## src/nsp_cfg.svh

```systemverilog
`ifndef NSP_CFG_SVH
`define NSP_CFG_SVH

// Register offsets
`define NSP_REG_CTRL 8'h00
`define NSP_REG_ROW 8'h04
`define NSP_REG_COL 8'h08
`define NSP_REG_COUNT 8'h0c
`define NSP_REG_STAT 8'h10
`define NSP_REG_DATA 8'h14

// Control fields
`define NSP_CTRL_OP_LSB 0
`define NSP_CTRL_OTP_BIT 3

// Device command codes
`define NSP_CMD_STATUS 8'h70
`define NSP_CMD_ESTATUS 8'h78
`define NSP_CMD_READMODE 8'h00
`define NSP_CMD_PARAM 8'hec
`define NSP_CMD_PSEL 8'h06
`define NSP_CMD_PSEL_CONF 8'he0
`define NSP_PARAM_ADDR 8'h00

// Status byte bit positions
`define NSP_SR_FAIL 0
`define NSP_SR_PERR 1
`define NSP_SR_RDY_ARR 5
`define NSP_SR_RDY 6
`define NSP_SR_WP_N 7

// Expected parameter page fields (little-endian values)
`define NSP_PP_SPARE_PAGE 16'h0040
`define NSP_PP_DATA_PART 32'h00000200
`define NSP_PP_SPARE_PART 16'h0010
`define NSP_PP_PAGES_BLK 32'h00000040
`define NSP_PP_BLKS_LUN 32'h00001000
`define NSP_PP_LUNS 8'h02
`define NSP_PP_BAD_MAX 16'h0050
`define NSP_PP_NOP 8'h04
`define NSP_PP_PART_ATTR 8'h00
`define NSP_PP_ECC_BITS 8'h04
`define NSP_PP_ILV_BITS 8'h01
`define NSP_PP_ILV_ATTR 8'h00
`define NSP_PP_T_PROG 16'h02bc
`define NSP_PP_T_ERASE 16'h2710
`define NSP_PP_T_READ 16'h0019
`define NSP_PP_CCS_MIN 16'h0046
`define NSP_PP_COPY_LEN 12'd256
`define NSP_PP_COPY_END 12'd768

// Timing
`define NSP_CLK_NS 25
`define NSP_STB_LO_CYC 4'd4
`define NSP_STB_HI_CYC 4'd2
`define NSP_WHR_NS 80
`define NSP_WHR_CYC 8'((`NSP_WHR_NS + `NSP_CLK_NS - 1) / `NSP_CLK_NS)
`define NSP_WB_NS 100
`define NSP_WB_CYC 8'((`NSP_WB_NS + `NSP_CLK_NS - 1) / `NSP_CLK_NS)

`endif

```

## src/nsp_pkg.sv

```systemverilog
package nsp_pkg;
   typedef enum logic [2:0] {OP_STATUS, OP_ESTATUS, OP_READMODE, OP_PARAM, OP_PSEL,
                             OP_DATA} nsp_op_e;
   typedef enum logic [1:0] {KIND_CMD, KIND_ADDR, KIND_READ} nsp_kind_e;
   typedef enum logic [3:0] {ST_IDLE, ST_PRE_RDY, ST_CMD1, ST_ADDR, ST_CMD2, ST_TWAIT,
                             ST_RDY, ST_READ, ST_DONE} nsp_state_e;
   typedef struct packed {
      nsp_kind_e kind;
      logic [7:0] data;
   } nsp_req_s;
   typedef struct packed {
      logic cle;
      logic ale;
      logic we_n;
      logic re_n;
      logic io_oe;
      logic [7:0] io;
   } nsp_pins_s;
endpackage

```

## src/nsp_host.sv

```systemverilog
`timescale 1ns/100ps
`include "nsp_cfg.svh"
module nsp_host
   import nsp_pkg::*;
(
   // Clock and reset
   input wire logic clk_in,
   input wire logic rst_n_in,
   // Register port
   input wire logic [7:0] addr_in,
   input wire logic [31:0] wdata_in,
   input wire logic wr_in,
   input wire logic rd_in,
   output logic [31:0] rdata_out,
   // Device pins
   output logic ce_n_out,
   output logic cle_out,
   output logic ale_out,
   output logic we_n_out,
   output logic read_strobe_n_out,
   output logic [7:0] io_out,
   output logic io_oe_out,
   input wire logic [7:0] io_in,
   input wire logic ready_in
);
   ////////////////////////////////////////////////////////////////////////////
   // Input synchronisers
   logic [7:0] io_s1_r, io_s2_r;
   logic rdy_s1_r, rdy_s2_r;

   always_ff @(posedge clk_in)
   begin
      io_s1_r <= io_in;
      io_s2_r <= io_s1_r;
      rdy_s1_r <= ready_in;
      rdy_s2_r <= rdy_s1_r;
   end

   ////////////////////////////////////////////////////////////////////////////
   // Helpers
   function automatic logic [7:0] cmd_code(input nsp_op_e op);
      case (op)
         OP_STATUS: cmd_code = `NSP_CMD_STATUS;
         OP_ESTATUS: cmd_code = `NSP_CMD_ESTATUS;
         OP_PARAM: cmd_code = `NSP_CMD_PARAM;
         OP_PSEL: cmd_code = `NSP_CMD_PSEL;
         default: cmd_code = `NSP_CMD_READMODE;
      endcase
   endfunction

   function automatic logic [2:0] addr_count(input nsp_op_e op);
      case (op)
         OP_ESTATUS: addr_count = 3'd3;
         OP_PARAM: addr_count = 3'd1;
         OP_PSEL: addr_count = 3'd5;
         default: addr_count = 3'd0;
      endcase
   endfunction

   // Literals cannot be part-selected, so multi-byte fields get names
   localparam logic [15:0] PP_SPARE_PAGE = `NSP_PP_SPARE_PAGE;
   localparam logic [31:0] PP_DATA_PART = `NSP_PP_DATA_PART;
   localparam logic [15:0] PP_SPARE_PART = `NSP_PP_SPARE_PART;
   localparam logic [31:0] PP_PAGES_BLK = `NSP_PP_PAGES_BLK;
   localparam logic [31:0] PP_BLKS_LUN = `NSP_PP_BLKS_LUN;
   localparam logic [15:0] PP_BAD_MAX = `NSP_PP_BAD_MAX;
   localparam logic [15:0] PP_T_PROG = `NSP_PP_T_PROG;
   localparam logic [15:0] PP_T_ERASE = `NSP_PP_T_ERASE;
   localparam logic [15:0] PP_T_READ = `NSP_PP_T_READ;
   localparam logic [15:0] PP_CCS_MIN = `NSP_PP_CCS_MIN;

   // Returns {check, expected byte} for a parameter page position
   function automatic logic [8:0] pp_expect(input logic [11:0] pos);
      logic [7:0] p;
      p = pos[7:0];
      pp_expect = 9'h000;
      if (pos < `NSP_PP_COPY_END)
      begin
         case (p)
            8'd84: pp_expect = {1'b1, PP_SPARE_PAGE[7:0]};
            8'd85: pp_expect = {1'b1, PP_SPARE_PAGE[15:8]};
            8'd86: pp_expect = {1'b1, PP_DATA_PART[7:0]};
            8'd87: pp_expect = {1'b1, PP_DATA_PART[15:8]};
            8'd88: pp_expect = {1'b1, PP_DATA_PART[23:16]};
            8'd89: pp_expect = {1'b1, PP_DATA_PART[31:24]};
            8'd90: pp_expect = {1'b1, PP_SPARE_PART[7:0]};
            8'd91: pp_expect = {1'b1, PP_SPARE_PART[15:8]};
            8'd92: pp_expect = {1'b1, PP_PAGES_BLK[7:0]};
            8'd93: pp_expect = {1'b1, PP_PAGES_BLK[15:8]};
            8'd94: pp_expect = {1'b1, PP_PAGES_BLK[23:16]};
            8'd95: pp_expect = {1'b1, PP_PAGES_BLK[31:24]};
            8'd96: pp_expect = {1'b1, PP_BLKS_LUN[7:0]};
            8'd97: pp_expect = {1'b1, PP_BLKS_LUN[15:8]};
            8'd98: pp_expect = {1'b1, PP_BLKS_LUN[23:16]};
            8'd99: pp_expect = {1'b1, PP_BLKS_LUN[31:24]};
            8'd100: pp_expect = {1'b1, `NSP_PP_LUNS};
            8'd103: pp_expect = {1'b1, PP_BAD_MAX[7:0]};
            8'd104: pp_expect = {1'b1, PP_BAD_MAX[15:8]};
            8'd110: pp_expect = {1'b1, `NSP_PP_NOP};
            8'd111: pp_expect = {1'b1, `NSP_PP_PART_ATTR};
            8'd112: pp_expect = {1'b1, `NSP_PP_ECC_BITS};
            8'd113: pp_expect = {1'b1, `NSP_PP_ILV_BITS};
            8'd114: pp_expect = {1'b1, `NSP_PP_ILV_ATTR};
            8'd133: pp_expect = {1'b1, PP_T_PROG[7:0]};
            8'd134: pp_expect = {1'b1, PP_T_PROG[15:8]};
            8'd135: pp_expect = {1'b1, PP_T_ERASE[7:0]};
            8'd136: pp_expect = {1'b1, PP_T_ERASE[15:8]};
            8'd137: pp_expect = {1'b1, PP_T_READ[7:0]};
            8'd138: pp_expect = {1'b1, PP_T_READ[15:8]};
            8'd139: pp_expect = {1'b1, PP_CCS_MIN[7:0]};
            8'd140: pp_expect = {1'b1, PP_CCS_MIN[15:8]};
            default: pp_expect = 9'h000;
         endcase
         // Second 256-byte slice is unused output, not checked
         if (pos >= `NSP_PP_COPY_LEN && pos < 12'd512)
            pp_expect = 9'h000;
      end
   endfunction

   ////////////////////////////////////////////////////////////////////////////
   // Registers and sequencer
   nsp_state_e st_r, st_nxt;
   nsp_op_e op_r, op_nxt;
   logic otp_r, otp_nxt;
   logic [23:0] row_r, row_nxt;
   logic [15:0] col_r, col_nxt;
   logic [11:0] count_r, count_nxt;
   logic [11:0] idx_r, idx_nxt;
   logic [11:0] pos_r, pos_nxt;
   logic [7:0] wait_r, wait_nxt;
   logic sent_r, sent_nxt;
   logic smode_r, smode_nxt;
   logic refused_r, refused_nxt;
   logic mism_r, mism_nxt;
   logic [7:0] stat_r, stat_nxt;
   logic [7:0] data_r, data_nxt;
   logic ce_n_r, ce_n_nxt;
   logic [31:0] rdata_r, rdata_nxt;
   logic start;
   nsp_req_s req;
   logic cyc_done;
   logic [7:0] cyc_data;
   nsp_pins_s pins;
   logic [11:0] nreads;
   logic [8:0] expect9;

   nsp_cycle u_cycle (
      .clk_in(clk_in),
      .rst_n_in(rst_n_in),
      .start_in(start),
      .req_in(req),
      .done_out(cyc_done),
      .rd_data_out(cyc_data),
      .io_sync_in(io_s2_r),
      .pins_out(pins)
   );

   assign rdata_out = rdata_r;
   assign ce_n_out = ce_n_r;
   assign cle_out = pins.cle;
   assign ale_out = pins.ale;
   assign we_n_out = pins.we_n;
   assign read_strobe_n_out = pins.re_n;
   assign io_out = pins.io;
   assign io_oe_out = pins.io_oe;

   always_comb
   begin
      st_nxt = st_r;
      op_nxt = op_r;
      otp_nxt = otp_r;
      row_nxt = row_r;
      col_nxt = col_r;
      count_nxt = count_r;
      idx_nxt = idx_r;
      pos_nxt = pos_r;
      wait_nxt = wait_r;
      sent_nxt = sent_r;
      smode_nxt = smode_r;
      refused_nxt = refused_r;
      mism_nxt = mism_r;
      stat_nxt = stat_r;
      data_nxt = data_r;
      ce_n_nxt = ce_n_r;
      rdata_nxt = 32'h0000_0000;
      start = 1'b0;
      req = '{kind: KIND_CMD, data: cmd_code(op_r)};
      nreads = (op_r == OP_STATUS || op_r == OP_ESTATUS) ? 12'd1 :
               (op_r == OP_PARAM || op_r == OP_DATA) ? count_r : 12'd0;
      expect9 = pp_expect(pos_r);

      // Register writes
      if (wr_in && st_r == ST_IDLE)
      begin
         if (addr_in == `NSP_REG_CTRL)
         begin
            op_nxt = nsp_op_e'(wdata_in[`NSP_CTRL_OP_LSB +: 3]);
            otp_nxt = wdata_in[`NSP_CTRL_OTP_BIT];
            idx_nxt = 12'd0;
            sent_nxt = 1'b0;
            refused_nxt = 1'b0;
            if (nsp_op_e'(wdata_in[2:0]) == OP_ESTATUS && wdata_in[`NSP_CTRL_OTP_BIT])
               refused_nxt = 1'b1;
            else if (nsp_op_e'(wdata_in[2:0]) == OP_PSEL)
               st_nxt = ST_PRE_RDY;
            else if (nsp_op_e'(wdata_in[2:0]) == OP_DATA && !smode_r)
            begin
               ce_n_nxt = 1'b0;
               st_nxt = ST_READ;
            end
            else if (wdata_in[2:0] <= 3'd5)
            begin
               ce_n_nxt = 1'b0;
               st_nxt = ST_CMD1;
            end
            if (nsp_op_e'(wdata_in[2:0]) == OP_PARAM)
            begin
               pos_nxt = 12'd0;
               mism_nxt = 1'b0;
            end
         end
         else if (addr_in == `NSP_REG_ROW)
            row_nxt = wdata_in[23:0];
         else if (addr_in == `NSP_REG_COL)
            col_nxt = wdata_in[15:0];
         else if (addr_in == `NSP_REG_COUNT)
            count_nxt = wdata_in[11:0];
      end

      // Register reads
      if (rd_in)
      begin
         if (addr_in == `NSP_REG_CTRL)
            rdata_nxt = {28'h0, otp_r, op_r};
         else if (addr_in == `NSP_REG_ROW)
            rdata_nxt = {8'h00, row_r};
         else if (addr_in == `NSP_REG_COL)
            rdata_nxt = {16'h0000, col_r};
         else if (addr_in == `NSP_REG_COUNT)
            rdata_nxt = {20'h00000, count_r};
         else if (addr_in == `NSP_REG_STAT)
            rdata_nxt = {11'h000, !stat_r[`NSP_SR_WP_N], stat_r[`NSP_SR_PERR],
                         stat_r[`NSP_SR_FAIL], stat_r[`NSP_SR_RDY_ARR],
                         stat_r[`NSP_SR_RDY], stat_r, 4'h0, smode_r, mism_r,
                         refused_r, (st_r != ST_IDLE)};
         else if (addr_in == `NSP_REG_DATA)
            rdata_nxt = {4'h0, pos_r, 8'h00, data_r};
      end

      case (st_r)
         ST_PRE_RDY:
         begin
            if (rdy_s2_r)
            begin
               ce_n_nxt = 1'b0;
               st_nxt = ST_CMD1;
            end
         end
         ST_CMD1:
         begin
            start = !sent_r;
            sent_nxt = 1'b1;
            if (cyc_done)
            begin
               sent_nxt = 1'b0;
               if (op_r == OP_READMODE || op_r == OP_DATA)
                  pos_nxt = 12'd0;
               st_nxt = (addr_count(op_r) != 3'd0) ? ST_ADDR : ST_TWAIT;
               wait_nxt = (op_r == OP_PARAM) ? `NSP_WB_CYC : `NSP_WHR_CYC;
            end
         end
         ST_ADDR:
         begin
            start = !sent_r;
            sent_nxt = 1'b1;
            req.kind = KIND_ADDR;
            if (op_r == OP_PARAM)
               req.data = `NSP_PARAM_ADDR;
            else if (op_r == OP_PSEL && idx_r < 12'd2)
               req.data = col_r[idx_r[0]*8 +: 8];
            else if (op_r == OP_PSEL)
               req.data = row_r[(idx_r[2:0] - 3'd2)*8 +: 8];
            else
               req.data = row_r[idx_r[1:0]*8 +: 8];
            if (cyc_done)
            begin
               sent_nxt = 1'b0;
               idx_nxt = idx_r + 12'd1;
               if (idx_r[2:0] == addr_count(op_r) - 3'd1)
               begin
                  idx_nxt = 12'd0;
                  st_nxt = (op_r == OP_PSEL) ? ST_CMD2 : ST_TWAIT;
               end
            end
         end
         ST_CMD2:
         begin
            start = !sent_r;
            sent_nxt = 1'b1;
            req.data = `NSP_CMD_PSEL_CONF;
            if (cyc_done)
            begin
               sent_nxt = 1'b0;
               st_nxt = ST_TWAIT;
            end
         end
         ST_TWAIT:
         begin
            wait_nxt = wait_r - 8'd1;
            if (wait_r <= 8'd1)
            begin
               if (op_r == OP_PARAM)
                  st_nxt = ST_RDY;
               else
                  st_nxt = (nreads != 12'd0) ? ST_READ : ST_DONE;
            end
         end
         ST_RDY:
         begin
            // Parameter load busy; then honour the turnaround before reading
            if (rdy_s2_r)
            begin
               op_nxt = OP_DATA;
               wait_nxt = `NSP_WHR_CYC;
               st_nxt = ST_TWAIT;
            end
         end
         ST_READ:
         begin
            // Enhanced status is taken without waiting for ready
            start = !sent_r && (nreads != 12'd0);
            sent_nxt = 1'b1;
            req.kind = KIND_READ;
            if (nreads == 12'd0)
               st_nxt = ST_DONE;
            if (cyc_done)
            begin
               sent_nxt = 1'b0;
               idx_nxt = idx_r + 12'd1;
               if (op_r == OP_STATUS || op_r == OP_ESTATUS)
                  stat_nxt = cyc_data;
               else
               begin
                  data_nxt = cyc_data;
                  pos_nxt = pos_r + 12'd1;
                  if (expect9[8] && expect9[7:0] != cyc_data)
                     mism_nxt = 1'b1;
               end
               if (idx_r + 12'd1 >= nreads)
                  st_nxt = ST_DONE;
            end
         end
         ST_DONE:
         begin
            ce_n_nxt = 1'b1;
            idx_nxt = 12'd0;
            smode_nxt = (op_r == OP_STATUS || op_r == OP_ESTATUS);
            st_nxt = ST_IDLE;
         end
         default:
         begin
         end
      endcase
   end

   always_ff @(posedge clk_in)
   begin
      if (!rst_n_in)
      begin
         st_r <= ST_IDLE;
         op_r <= OP_STATUS;
         otp_r <= 1'b0;
         row_r <= 24'h000000;
         col_r <= 16'h0000;
         count_r <= 12'h000;
         idx_r <= 12'h000;
         pos_r <= 12'h000;
         wait_r <= 8'h00;
         sent_r <= 1'b0;
         smode_r <= 1'b0;
         refused_r <= 1'b0;
         mism_r <= 1'b0;
         stat_r <= 8'h00;
         data_r <= 8'h00;
         ce_n_r <= 1'b1;
         rdata_r <= 32'h0000_0000;
      end
      else
      begin
         st_r <= st_nxt;
         op_r <= op_nxt;
         otp_r <= otp_nxt;
         row_r <= row_nxt;
         col_r <= col_nxt;
         count_r <= count_nxt;
         idx_r <= idx_nxt;
         pos_r <= pos_nxt;
         wait_r <= wait_nxt;
         sent_r <= sent_nxt;
         smode_r <= smode_nxt;
         refused_r <= refused_nxt;
         mism_r <= mism_nxt;
         stat_r <= stat_nxt;
         data_r <= data_nxt;
         ce_n_r <= ce_n_nxt;
         rdata_r <= rdata_nxt;
      end
   end
endmodule

```

## src/nsp_cycle.sv

```systemverilog
`timescale 1ns/100ps
`include "nsp_cfg.svh"
module nsp_cycle
   import nsp_pkg::*;
(
   // Clock and reset
   input wire logic clk_in,
   input wire logic rst_n_in,
   // Request
   input wire logic start_in,
   input wire nsp_req_s req_in,
   output logic done_out,
   output logic [7:0] rd_data_out,
   // Synchronised bus input
   input wire logic [7:0] io_sync_in,
   // Pins
   output nsp_pins_s pins_out
);
   typedef enum logic [1:0] {C_IDLE, C_LOW, C_HIGH} nsp_cyc_e;
   nsp_cyc_e st_r, st_nxt;
   logic [3:0] cnt_r, cnt_nxt;
   logic done_r, done_nxt;
   logic [7:0] rd_r, rd_nxt;
   nsp_pins_s pins_r, pins_nxt;
   nsp_kind_e kind_r, kind_nxt;

   assign done_out = done_r;
   assign rd_data_out = rd_r;
   assign pins_out = pins_r;

   always_comb
   begin
      st_nxt = st_r;
      cnt_nxt = cnt_r;
      done_nxt = 1'b0;
      rd_nxt = rd_r;
      pins_nxt = pins_r;
      kind_nxt = kind_r;
      case (st_r)
         C_IDLE:
         begin
            if (start_in)
            begin
               kind_nxt = req_in.kind;
               pins_nxt.cle = (req_in.kind == KIND_CMD);
               pins_nxt.ale = (req_in.kind == KIND_ADDR);
               pins_nxt.io_oe = (req_in.kind != KIND_READ);
               pins_nxt.io = req_in.data;
               pins_nxt.we_n = (req_in.kind == KIND_READ);
               pins_nxt.re_n = (req_in.kind != KIND_READ);
               cnt_nxt = `NSP_STB_LO_CYC;
               st_nxt = C_LOW;
            end
         end
         C_LOW:
         begin
            cnt_nxt = cnt_r - 4'd1;
            if (cnt_r == 4'd1)
            begin
               // Sample late so the two-stage input path has settled
               if (kind_r == KIND_READ)
                  rd_nxt = io_sync_in;
               pins_nxt.we_n = 1'b1;
               pins_nxt.re_n = 1'b1;
               cnt_nxt = `NSP_STB_HI_CYC;
               st_nxt = C_HIGH;
            end
         end
         default:
         begin
            cnt_nxt = cnt_r - 4'd1;
            if (cnt_r == 4'd1)
            begin
               pins_nxt.cle = 1'b0;
               pins_nxt.ale = 1'b0;
               pins_nxt.io_oe = 1'b0;
               done_nxt = 1'b1;
               st_nxt = C_IDLE;
            end
         end
      endcase
   end

   always_ff @(posedge clk_in)
   begin
      if (!rst_n_in)
      begin
         st_r <= C_IDLE;
         cnt_r <= 4'h0;
         done_r <= 1'b0;
         rd_r <= 8'h00;
         pins_r <= '{cle: 1'b0, ale: 1'b0, we_n: 1'b1, re_n: 1'b1, io_oe: 1'b0, io: 8'h00};
         kind_r <= KIND_CMD;
      end
      else
      begin
         st_r <= st_nxt;
         cnt_r <= cnt_nxt;
         done_r <= done_nxt;
         rd_r <= rd_nxt;
         pins_r <= pins_nxt;
         kind_r <= kind_nxt;
      end
   end
endmodule

```

## config.mk

```make
export PLATFORM = sky130hd
export DESIGN_NAME = nsp_host
export DESIGN_NICKNAME = d
export VERILOG_FILES = /design/src/nsp_pkg.sv /design/src/nsp_host.sv /design/src/nsp_cycle.sv
export VERILOG_INCLUDE_DIRS = /design/src
export SDC_FILE = /design/constraint.sdc
export NUM_CORES = 1
export LEC_CHECK = 0
export ABC_CLOCK_PERIOD_IN_PS = 3400
export BUFFER_PORTS_ARGS = -buffer_cell sky130_fd_sc_hd__buf_2
export CAP_MARGIN = 0
export CORE_MARGIN = 5
export CORE_UTILIZATION = 50
export DETAILED_ROUTE_END_ITERATION = 6
export PLACE_DENSITY = 0.75
export RECOVER_POWER = 25
export SYNTH_ARGS = -nofsm -noshare
export SYNTH_HDL_FRONTEND = slang
export SYNTH_SLANG_ARGS = --single-unit
```

## constraint.sdc

```tcl
create_clock -name clk_in -period 3.4 [get_ports clk_in]
set_input_delay 0.34 -clock clk_in [delete_from_list [all_inputs] [get_ports clk_in]]
set_output_delay 0.34 -clock clk_in [all_outputs]
set_load 0.005 [all_outputs]
```

==> metrics <==
reg2reg start=idx_r[2]; sequential share of power=51.0%; H-tree levels=4; TritonCTS clock tree=yes; DP Worst Slack=0.357 ns; failing checks=design-rule violations; initial antenna violation count=0; FILL cells=1680; R2R Setup Slk=0.34 ns; Final Cycle Share=roughly 90%; largest cells by area after synthesis=dfxtp_1, nand2_1, a21oi_1; synth unique cells=80; Inserted Diodes=0; multiplexer area fraction after synthesis=under 10%; Slew HR=between 40% and 50%; register area=0.00378 mm2; final setup violation count=0; reg2reg path depth=12; Syn Area/Cell=8.10 um2; met3 GRT Util=4.87%; layout cells sized above 1=between 10% and 20%; Synth Flop Type=dfxtp_1; Net Sw Frac=23.5%; via total after detailed routing=9014; Synth Area in Compound Gates=21.4%; Worst Path Required=approximately 3.8 ns; Worst Skew=0.00969 ns; largest net degree at the start of global routing=43; Hold WC Path Type=input pin to flop; Max Cap Viol=0; worst-case clock buffer depth=2; Net Sw Power=between 1 and 1.5 mW; Mapped Area=0.00933 mm2; Worst-path clk slew=0.07 ns; Post-Layout Inst Area=0.0106 mm2; Period minus WS final=3.06 ns; CTS sink count=about 190; Pre-antenna DRT Iters=7; GPL Wtd Cong=approximately 0.9; number of DRC markers in iteration 0=roughly 1100; gr busiest metal=met2; Final Max Tran Viols=0; TNS Setup=0 ns; reg-to-reg endpoint=st_r[0]; Routed WL=approximately 27 mm; Layout area overhead=13.8%; RSZ-0062 raised after global routing=false; Area after DPL=0.00996 mm2; Crit Path Category=flop to flop; Synth Area in Adders=3.19%; CTS Root Cell=clkbuf_16; synthesized flop and latch total=189; Simple-Gate Fraction of Synth Area=23.2%; multi-input combinational cell area=0.00514 mm2; worst-path fanout max=8; CTS Buf Count=17; Comb pwr share=2.8%; Die H=147 um; area share of xor/xnor cells in the synthesized design=2.05%; first-pass GRT wire length=around 43 mm; Max Clk Rate=between 300 and 400 MHz; pwr dens=412 mW/mm2; antenna viol nets, final=0; Peak supply drop=roughly 0.40 mV; internal power=3.35 mW; clock network fraction of total power=46.3%; met1 Usage GRT=between 30% and 40%; top cell type's share of synthesized area=roughly two fifths; hold path depth=3; core area=0.0185 mm2; most frequent cells in the layout=nand2_1, dfxtp_1, a21oi_1; DPL Wire Length=around 20 mm; critical path endpoint category=flop; CP arrival=3.44 ns; Tot Pwr=4.38 mW; # rows=50; largest family of logic cells by synthesized area=simple AND/OR/NAND/NOR gates; register area share after synthesis=40.5%; wire length per cell=18.6 um; outcome=complete, but fails checks; GRT Util Overall=24.7%; clock latency on the worst-skew pair=0.44 ns; commonest non-fill, non-tap cell in the layout=nand2_1; final core occ=57.3%; met2 Use GR=around 41%; Pleak=roughly 4 nW; die area=0.0215 mm2; DR DRC count=6; width of the die=roughly 150 um; Congestion Overflow GR=0; Vias/cell=6.14; final hold violations=0; Warnings, synthesis=0; Synth Instances=~1200; # nets final=1297; Post-synth ARST share=0%; worst hold endpoint=row_r[18]; Initial Util=~50%; IO Count=99; fin worst setup slack=about 0.34 ns; hold_sp=wdata_in[18]; dominant cell type by area after synthesis=dfxtp_1; vias in the first global route=8413; IO buf count=86; CP Launch Type=flop; Post-synth EDFFs=0; Least-Margin Pin Slew=0.886 ns
## sequential cells by signal, summed over array words and instances, names as in the netlist, 8 cells and up
signal,flops
io_s2_r,8
io_s1_r,8
count_r,12
stat_r,8
col_r,16
idx_r,12
wait_r,8
row_r,24
data_r,8
rdata_out,28
u_cycle.pins_out,13
u_cycle.rd_data_out,8
pos_r,12
## synth_stat cells, types with 4 or more instances
library cell    n
a21boi_0       10
buf_4           6
mux2_2          4
dfxtp_1       189
nand4_1         5
a22oi_1        18
and2_1         11
nor2b_1        11
a31oi_1         9
buf_2          18
o311a_1         5
o21ai_1         7
or3_1           7
nand3b_1       11
nor3b_1         4
nor3_1         19
a222oi_1       14
inv_1          17
a211oi_1        6
o2bb2ai_1       9
ha_1           23
o21ai_0        38
and3_1         19
nor4_1         11
o21a_1          4
a221oi_1        5
a32oi_1         4
nand2_1       200
o211a_1         4
o211ai_1        7
mux2i_1        43
clkbuf_1       51
xor2_1          9
nand3_1        22
o2111ai_1       4
xnor2_1        11
nand2b_1       10
buf_1           4
nor2_1        110
a21oi_1       126
## critical path, stage by stage, from the launching register on
cell       delay (ns)
dfxtp_1          0.46
ha_1             0.21
and4_1           0.27
and3_1           0.25
and3_1           0.27
xor2_1           0.11
ha_1             0.20
a2111oi_1        0.32
o21ai_0          0.14
a21oi_1          0.14
o21ai_0          0.15
o21ai_1          0.26
o311a_1          0.21
## power groups by stage
| stage | sequential, mW | combinational [mW] | clock, mW |
|---|---|---|---|
| 2_1_floorplan | 2.28 | 0.0553 | 0 |
| 3_3_place_gp | 2.28 | 0.109 | 0 |
| 3_5_place_dp | 2.28 | 0.110 | 0 |
| 4_1_cts | 2.23 | 0.118 | 2.04 |
| 5_1_grt | 2.23 | 0.129 | 2.14 |
| 6_report | 2.23 | 0.121 | 2.03 |
## timing repair
item,4_1_cts,5_1_grt
endpoints found under the setup margin,0,3
buffers inserted,0,0
hold buffers,9,0
endpoints found under the hold margin,9,0
gates resized for setup,0,1
## worst max path at each step
stage	slack [ns]	endpoint	depth (start not counted)	from
4_1_cts	0.31	st_r[1]	12	idx_r[2]
2_1_floorplan	0.63	st_r[0]	13	idx_r[0]
3_3_place_gp	0.45	st_r[0]	11	idx_r[2]
3_5_place_dp	0.36	st_r[0]	12	idx_r[2]
5_1_grt	0.0009	st_r[2]	12	idx_r[2]
6_report	0.34	st_r[0]	12	idx_r[2]
## final cells by class
cell class	count	area share (%)
clock inverters	13	1.33
repair buffers	126	6.84
well taps	234	2.76
clock buffers	19	4.27
flip-flops and latches	189	35.6
multi-input cells	867	48.5
inverters	20	0.707
## per-layer routing
layer	up-vias	share of wire, %
li1	4241	-
met1	4211	41
met2	474	47
met3	88	8.0
met4	0	3.5
met5	-	0
## per-stage QoR
step	cells	hold slack, ns
detailed placement	1427	0.313
global placement	1427	0.310
finish	1468	0.135
global route	1468	0.135
floorplan	1155	0.310
CTS	1468	0.124
## cell families after synthesis
logic type	Yosys count
AND/OR/NAND/NOR	464
AO/OA/AOI/OAI	307
flip-flops	189
buffers and inverters	99
multiplexers	47
adder cells (fa/ha/maj)	24
XOR/XNOR	21
other	1
(Power assumes the default switching activity.)
